**config.mk**
```make
export PLATFORM = sky130hd
export DESIGN_NAME = boot_strap_latch
export DESIGN_NICKNAME = d
export VERILOG_FILES = /design/src/rtl/strap_sync.v /design/src/rtl/boot_strap_latch.v
export VERILOG_INCLUDE_DIRS = /design/src /design/src/rtl
export SDC_FILE = /design/constraint.sdc
export NUM_CORES = 1
export LEC_CHECK = 0
export BUFFER_PORTS_ARGS = -buffer_cell sky130_fd_sc_hd__buf_2
export CAP_MARGIN = 20
export CORE_UTILIZATION = 31
export CTS_CLUSTER_DIAMETER = 150
export DETAILED_ROUTE_END_ITERATION = 12
export GPL_ROUTABILITY_DRIVEN = 0
export PLACE_DENSITY = 0.74
export SYNTH_ARGS = -nofsm -noshare
export SYNTH_HDL_FRONTEND = slang
export SYNTH_SLANG_ARGS = --single-unit
```
**constraint.sdc**
```tcl
create_clock -name CLK_SYS -period 4.7 [get_ports CLK_SYS]
set_clock_uncertainty 0.05 [all_clocks]
set_input_delay 0.235 -clock CLK_SYS [delete_from_list [all_inputs] [get_ports CLK_SYS]]
set_output_delay 0.235 -clock CLK_SYS [all_outputs]
set_load 0.02 [all_outputs]
```
**src/rtl/boot_strap_defines.vh**
```
/*
 * Constants of the boot strap latch: register offsets, field positions,
 * reset values and decoded code points.
 * Assumes inclusion by bare name from the design files only.
 */
`ifndef BOOT_STRAP_DEFINES_VH
`define BOOT_STRAP_DEFINES_VH

// ==========================================================================
// Register offsets (byte addresses, one aligned 32-bit word each)
// ==========================================================================
`define BSL_OFS_STATUS      12'h000
`define BSL_OFS_OVERRIDE    12'h004
`define BSL_OFS_STATE       12'h008

// ==========================================================================
// Strap status fields
// ==========================================================================
`define BSL_STS_LDO         0
`define BSL_STS_BOOT_A      1
`define BSL_STS_BOOT_B      2
`define BSL_STS_LOG_TIMING  3
`define BSL_STS_SDIO_TIMING 4
`define BSL_NUM_STRAPS      5

// ==========================================================================
// Override fields
// ==========================================================================
`define BSL_OVR_LDO_EN      0
`define BSL_OVR_LDO_1V8     1
`define BSL_OVR_SDIO_EN     2
`define BSL_OVR_SAMPLE_RISE 3
`define BSL_OVR_OUTPUT_RISE 4
`define BSL_OVR_WIDTH       5
`define BSL_OVR_RESET       5'h00

// ==========================================================================
// State fields
// ==========================================================================
`define BSL_ST_IN_RESET     0
`define BSL_ST_VALID        1

// ==========================================================================
// Pull directions per strap, bit order as the status fields
// ==========================================================================
`define BSL_PULL_UP_MASK    5'h1A
`define BSL_PULL_DOWN_MASK  5'h05
`define BSL_STRAP_RESET     5'h00

// ==========================================================================
// Boot mode codes
// ==========================================================================
`define BSL_BOOT_DOWNLOAD   2'h0
`define BSL_BOOT_SPI        2'h1
`define BSL_BOOT_INVALID    2'h2

`endif

```
**src/rtl/strap_sync.v**
```verilog
/*
 * Two-stage synchroniser for a group of level signals.
 * Assumes a single clock; the stages have no reset so that they follow
 * the pads while the power-on reset is held.
 */
`timescale 1ns/1ps
`default_nettype none

module strap_sync #(
    parameter WIDTH = 5
) (
    input  wire             clk,
    input  wire [WIDTH-1:0] async_in,
    output reg  [WIDTH-1:0] sync_out
);

    reg [WIDTH-1:0] meta_q;

    // ======================================================================
    // Synchroniser stages
    // ======================================================================
    // The first stage is read by the second stage only. No reset here: a
    // reset would hide the pad levels from the capture that follows the
    // release of the power-on reset.
    always @(posedge clk) begin
        meta_q   <= async_in;
        sync_out <= meta_q;
    end

endmodule // strap_sync

`default_nettype wire

```
**src/rtl/boot_strap_latch.v**
```verilog
/*
 * Boot strap latch: samples five strap pins when system reset is released,
 * holds them until the next system reset release, decodes boot settings and exposes the caught straps on APB.
 * Assumes RST_N is the power-on reset, MOD_EN and the reset request inputs
 * form the system reset, and pad pulls are resolved outside this module.
 */
`timescale 1ns/1ps
`default_nettype none
`include "boot_strap_defines.vh"

module boot_strap_latch (
    input  wire        CLK_SYS,
    input  wire        RST_N,
    input  wire        MOD_EN,
    input  wire        WDT_RST_REQ,
    input  wire        BROWNOUT_RST_REQ,
    input  wire        LDO_VOLTAGE_STRAP,
    input  wire        BOOT_SELECT_A,
    input  wire        BOOT_SELECT_B,
    input  wire        LOG_AND_TIMING_STRAP,
    input  wire        SDIO_TIMING_STRAP,
    output reg  [4:0]  STRAP_PULL_UP_EN,
    output reg  [4:0]  STRAP_PULL_DOWN_EN,
    output reg         STRAP_FUNC_EN,
    output reg         SYS_IN_RESET,
    output reg         LDO_SEL_1V8,
    output reg  [1:0]  BOOT_MODE,
    output reg         UART0_TRANSMIT_LOG_EN,
    output reg         SDIO_SAMPLE_RISE,
    output reg         SDIO_OUTPUT_RISE,
    input  wire        PSEL,
    input  wire        PENABLE,
    input  wire        PWRITE,
    input  wire [11:0] PADDR,
    input  wire [31:0] PWDATA,
    output reg  [31:0] PRDATA,
    output reg         PREADY,
    output reg         PSLVERR
);

    // ======================================================================
    // Declarations
    // ======================================================================
    wire [4:0]  pin_raw;
    wire [4:0]  pin_sync;
    wire        sys_rst;
    wire        capture;
    wire        access;
    wire        hit_status;
    wire        hit_override;
    wire        hit_state;
    wire        hit_any;

    reg         in_rst_q;
    reg         valid_q;
    reg  [4:0]  strap_q;
    reg  [4:0]  ovr_q;
    reg  [4:0]  ovr_d;
    reg  [31:0] rdata_d;

    reg         ldo_d;
    reg  [1:0]  boot_d;
    reg         sample_d;
    reg         output_d;

    // ======================================================================
    // System reset
    // ======================================================================
    // Module enable low, a watchdog request or a brownout all hold the
    // system in reset; only RST_N, the power-on reset, clears the latch.
    assign sys_rst = ~MOD_EN | WDT_RST_REQ | BROWNOUT_RST_REQ;

    // Release is the first cycle with the system reset gone after a cycle
    // with it present.
    assign capture = in_rst_q & ~sys_rst;

    // Tracks the system reset level one cycle late to find its release.
    always @(posedge CLK_SYS) begin
        if (!RST_N) begin
            in_rst_q <= 1'b1;
        end else begin
            in_rst_q <= sys_rst;
        end
    end

    // ======================================================================
    // Strap pin synchronisation
    // ======================================================================
    assign pin_raw[`BSL_STS_LDO]         = LDO_VOLTAGE_STRAP;
    assign pin_raw[`BSL_STS_BOOT_A]      = BOOT_SELECT_A;
    assign pin_raw[`BSL_STS_BOOT_B]      = BOOT_SELECT_B;
    assign pin_raw[`BSL_STS_LOG_TIMING]  = LOG_AND_TIMING_STRAP;
    assign pin_raw[`BSL_STS_SDIO_TIMING] = SDIO_TIMING_STRAP;

    // The pads are asynchronous to the system clock, so each level passes
    // two flip-flops before it may be caught.
    strap_sync #(
        .WIDTH    (`BSL_NUM_STRAPS)
    ) u_sync (
        .clk      (CLK_SYS),
        .async_in (pin_raw),
        .sync_out (pin_sync)
    );

    // ======================================================================
    // Pad control
    // ======================================================================
    // Weak pulls are held only while the system is in reset so that an
    // open pin reads its default level; afterwards the pad belongs to its
    // normal function and the pulls are released.
    always @(posedge CLK_SYS) begin
        if (!RST_N) begin
            STRAP_PULL_UP_EN   <= `BSL_PULL_UP_MASK;
            STRAP_PULL_DOWN_EN <= `BSL_PULL_DOWN_MASK;
            STRAP_FUNC_EN      <= 1'b0;
            SYS_IN_RESET       <= 1'b1;
        end else begin
            STRAP_PULL_UP_EN   <= sys_rst ? `BSL_PULL_UP_MASK : 5'h00;
            STRAP_PULL_DOWN_EN <= sys_rst ? `BSL_PULL_DOWN_MASK : 5'h00;
            STRAP_FUNC_EN      <= ~sys_rst & ~in_rst_q;
            SYS_IN_RESET       <= sys_rst;
        end
    end

    // ======================================================================
    // Strap latch
    // ======================================================================
    // Loaded only on a release edge; pin activity at any other time has no
    // effect. The trade-off is that a strap changed during a long reset is
    // seen only as it stands two cycles before the release.
    always @(posedge CLK_SYS) begin
        if (!RST_N) begin
            strap_q <= `BSL_STRAP_RESET;
            valid_q <= 1'b0;
        end else if (capture) begin
            strap_q <= pin_sync;
            valid_q <= 1'b1;
        end
    end

    // ======================================================================
    // Decode of the caught straps with firmware override
    // ======================================================================
    always @* begin
        // LDO voltage: override bit wins when its enable is set.
        if (ovr_q[`BSL_OVR_LDO_EN]) begin
            ldo_d = ovr_q[`BSL_OVR_LDO_1V8];
        end else begin
            ldo_d = strap_q[`BSL_STS_LDO];
        end

        // Boot A high is SPI regardless of boot B; both low is download.
        if (strap_q[`BSL_STS_BOOT_A]) begin
            boot_d = `BSL_BOOT_SPI;
        end else if (!strap_q[`BSL_STS_BOOT_B]) begin
            boot_d = `BSL_BOOT_DOWNLOAD;
        end else begin
            boot_d = `BSL_BOOT_INVALID;
        end

        // SDIO edges: log strap picks sampling, SDIO strap picks output.
        if (ovr_q[`BSL_OVR_SDIO_EN]) begin
            sample_d = ovr_q[`BSL_OVR_SAMPLE_RISE];
            output_d = ovr_q[`BSL_OVR_OUTPUT_RISE];
        end else begin
            sample_d = strap_q[`BSL_STS_LOG_TIMING];
            output_d = strap_q[`BSL_STS_SDIO_TIMING];
        end
    end

    // Decoded settings leave through flip-flops.
    always @(posedge CLK_SYS) begin
        if (!RST_N) begin
            LDO_SEL_1V8           <= 1'b0;
            BOOT_MODE             <= `BSL_BOOT_DOWNLOAD;
            UART0_TRANSMIT_LOG_EN <= 1'b0;
            SDIO_SAMPLE_RISE      <= 1'b0;
            SDIO_OUTPUT_RISE      <= 1'b0;
        end else begin
            LDO_SEL_1V8           <= ldo_d;
            BOOT_MODE             <= boot_d;
            UART0_TRANSMIT_LOG_EN <= strap_q[`BSL_STS_LOG_TIMING];
            SDIO_SAMPLE_RISE      <= sample_d;
            SDIO_OUTPUT_RISE      <= output_d;
        end
    end

    // ======================================================================
    // APB slave
    // ======================================================================
    // One wait state: the access phase is answered on its second edge,
    // which lets read data and the error flag come straight from flops.
    assign access       = PSEL & PENABLE & ~PREADY;
    assign hit_status   = (PADDR == `BSL_OFS_STATUS);
    assign hit_override = (PADDR == `BSL_OFS_OVERRIDE);
    assign hit_state    = (PADDR == `BSL_OFS_STATE);
    assign hit_any      = hit_status | hit_override | hit_state;

    // Read multiplexer; unused upper bits read as zero.
    always @* begin
        rdata_d = 32'h0000_0000;
        if (hit_status) begin
            rdata_d[4:0] = strap_q;
        end else if (hit_override) begin
            rdata_d[4:0] = ovr_q;
        end else if (hit_state) begin
            rdata_d[`BSL_ST_IN_RESET] = in_rst_q;
            rdata_d[`BSL_ST_VALID]    = valid_q;
        end
    end

    // Override write; a system reset returns control to the straps.
    always @* begin
        ovr_d = ovr_q;
        if (sys_rst) begin
            ovr_d = `BSL_OVR_RESET;
        end else if (access && PWRITE && hit_override) begin
            ovr_d = PWDATA[`BSL_OVR_WIDTH-1:0];
        end
    end

    always @(posedge CLK_SYS) begin
        if (!RST_N) begin
            ovr_q <= `BSL_OVR_RESET;
        end else begin
            ovr_q <= ovr_d;
        end
    end

    // Handshake and answer registers. The status and state words are read
    // only, so a write to them is refused with an error like a miss.
    always @(posedge CLK_SYS) begin
        if (!RST_N) begin
            PREADY  <= 1'b0;
            PSLVERR <= 1'b0;
            PRDATA  <= 32'h0000_0000;
        end else begin
            PREADY  <= access;
            PSLVERR <= access & (~hit_any | (PWRITE & ~hit_override));
            if (access && !PWRITE) begin
                PRDATA <= rdata_d;
            end
        end
    end

endmodule // boot_strap_latch

`default_nettype wire

```
==> impl_metrics.yaml <==
logic_synthesis:
  yosysSeqAreaShare: 0.471
  yosysWarnings: 0
  syn_avg_cell_area_sq_um: 9.87
  ys_ff_latch: 36
  ys.flop_type: "dfxtp_1"
  netlist_instances: 155
  async_flop_share: 0
  synthDistinctLibCells: 26
  syn_area_sq_mm: 0.00153
  synth_edf_count: 0
drt:
  drt_iter0_markers: 94
  ant_nets: 0
  drc: 0
  first_pass_iters: 4
  routed_via_density: 4.05
  wl_per_cell_um: 10.2
  via_count: 1118
  routed_wl_um: 2820
global_routing:
  grt_max_degree: 16
  grt.overflow.total: 0
  grt_pass1_wl_um: 4670
  grt_antenna_before_repair: 0
  track_usage: 0.120
  first_global_vias: 1047
clock_network:
  clk_pin_slew_worst_paths_ps: 80
  clock_sinks: 36
  cts_made_buffers: 5
  clk_latency_ps: 290
  tritoncts: "yes"
  h-tree-depth: 2
  cts_root_buffer: "clkbuf_8"
  cts.path.max_buffers: 2
final_layout:
  drive_gt1_frac: 0.297
  nets: 265
  fill_cells: 490
  diodes: 0
  syn_to_final_growth_pct: 21.2
  register_area_sq_um: 721
  multi_input_area_sq_um: 628
job:
  max-cap-violations: 0
sta:
  max_slew_margin: 0.502
  setup_viol: 0
  finalHoldViolCount: 0
  fmax_mhz: 640
  finalCritPeriodShare: 0.332
  period_minus_slack_ps: 1560
  tightest_slew_ps: 741
  finalSetupTns_ps: 0
  rsz0062_at_grt: "false"
  slew_viol_final: 0
hold_path:
  hp-class: "in2reg"
die:
  dieArea_sq_mm: 0.00522
  die_y_um: 72.3
  dieWidth_um: 72.3
  initial_utilization: 0.324
  fp-row-count: 25
  ios: 109
  core_area_sq_mm: 0.00472
power:
  power_uw: 653
  peakVddDrop_uv: 199
  leakage_nw: 0.816
  pwr_density_cell_mw_per_mm2: 352
placement:
  io_buffers: 49
  dp_hpwl_um: 2100
worst_setup_path:
  cpMostUsedCell: "or4_4"
  cp-start-kind: "input pin"
  required_ps: 4820
  slowest_stage: "or4_4"
  crit_family: "simple AND/OR/NAND/NOR gates"
  crit_type: "in2reg"
  slowest_delay_ps: 550
  critPathMaxFanout: 6
  arrival_ps: 1680
  path_cells: "buf_2, or4_4, or4_4, o21ai_0, a21oi_1"
  critPathCaptureType: "register"
  worst-path-buf-inv: 1
outcome:
  status: "complete, no violations"
==> synth_stat cells, types with 2 or more instances <==
cell type	count	area, sq um
nand3_1	6	30.0
inv_1	2	7.51
and2_1	2	12.5
mux2i_1	12	120
clkbuf_1	2	7.51
or4_1	2	15.0
nand2_1	8	30.0
o31ai_1	2	15.0
nor2_1	4	15.0
nor4bb_1	2	20.0
a22o_1	2	17.5
buf_4	37	278
or4_4	2	22.5
nor2b_1	11	68.8
a21oi_1	6	30.0
o21ai_0	8	40.0
dfxtp_1	36	721
nor4_1	3	18.8
==> logic make-up after synthesis <==
| group | Yosys count | synth area share |
|---|---|---|
| multiplexers | 12 | 0.0785 |
| buffers and inverters | 42 | 0.195 |
| other | 1 | 0.00245 |
| flip-flops | 36 | 0.471 |
| AO/OA/AOI/OAI | 20 | 0.0777 |
| AND/OR/NAND/NOR | 44 | 0.176 |
==> final cells by class <==
class	count	share of cell area
repair buffers	55	0.163
flip-flops and latches	36	0.389
multi-input cells	108	0.339
well taps	67	0.0452
clock buffers	5	0.0371
clock inverters	3	0.0229
inverters	2	0.00405
==> state kept, by name (all words and copies together), names as in the netlist, 2 cells and up <==
name / cells
BOOT_MODE: 2
PRDATA: 5
ovr_q: 5
strap_q: 5
u_sync.meta_q: 5
u_sync.sync_out: 5
==> worst reg2reg max path: cells and delay by family, from the launching register on <==
family,cells,cell delay [ps]
compound gates,1,160
flops,1,340
simple gates,2,820
==> stage by stage <==
step / hold WS, ps / setup WS, ps / cell area [sq um] / util / std cells
final: 149 / 3140 / 1850 / 0.393 / 276
after global routing: 170 / 2990 / 1850 / 0.393 / 276
after CTS: 142 / 3150 / 1850 / 0.393 / 276
after detailed placement: 262 / 2830 / 1690 / 0.358 / 263
after global placement: 264 / 2860 / 1690 / 0.358 / 263
after floorplan: 213 / 3010 / 1650 / - / 186
==> placed cells by master, fill, tap and decap left out, types with 2 or more instances in the layout <==
master	n
a22o_1	2
nand2_1	8
nor4_1	3
dlygate4sd3_1	5
or4_1	2
conb_1	32
o21ai_0	8
nor2b_1	11
nand3_1	6
or4_4	2
inv_1	2
dfxtp_1	36
clkbuf_8	5
buf_2	49
nor4bb_1	2
nor2_1	4
and2_1	2
a21oi_1	6
mux2i_1	12
o31ai_1	2
==> report_power, final <==
| part | total, mW | switching, mW | leakage, nW | internal (mW) |
|---|---|---|---|---|
| Combinational | 0.0664 | 0.0443 | 0.467 | 0.0220 |
| Clock | 0.270 | 0.113 | 0.0541 | 0.157 |
| Sequential | 0.317 | 0.00349 | 0.295 | 0.313 |
| Total | 0.653 | 0.161 | 0.816 | 0.492 |
==> layer usage <==
metal	GRT usage	up-vias	share of wire
li1	-	566	-
met1	0.130	495	0.43
met2	0.204	51	0.48
met3	0.0486	6	0.070
met4	0.0566	0	0.025
met5	0	-	0
==> repair_timing <==
item | CTS | global route
gates resized for setup | 0 | 0
buffers inserted | 0 | 0
hold endpoints to repair | 5 | 0
hold buffers | 5 | 0
==> worst paths after layout <==
check                                 from                         end  slack [ps]  cells past startpoint
setup / recovery                  PADDR[4]       ovr_q[3]$_SDFFE_PP0P_        3140                      5
hold / removal                   PWDATA[1]       ovr_q[1]$_SDFFE_PP0P_         150                      3
setup reg to reg         PREADY$_SDFF_PN0_       ovr_q[3]$_SDFFE_PP0P_        3260                      3
hold reg to reg   u_sync.meta_q[3]$_DFF_P_  u_sync.sync_out[3]$_DFF_P_         280                      0
Note: power is estimated with default switching activity, not from simulation.
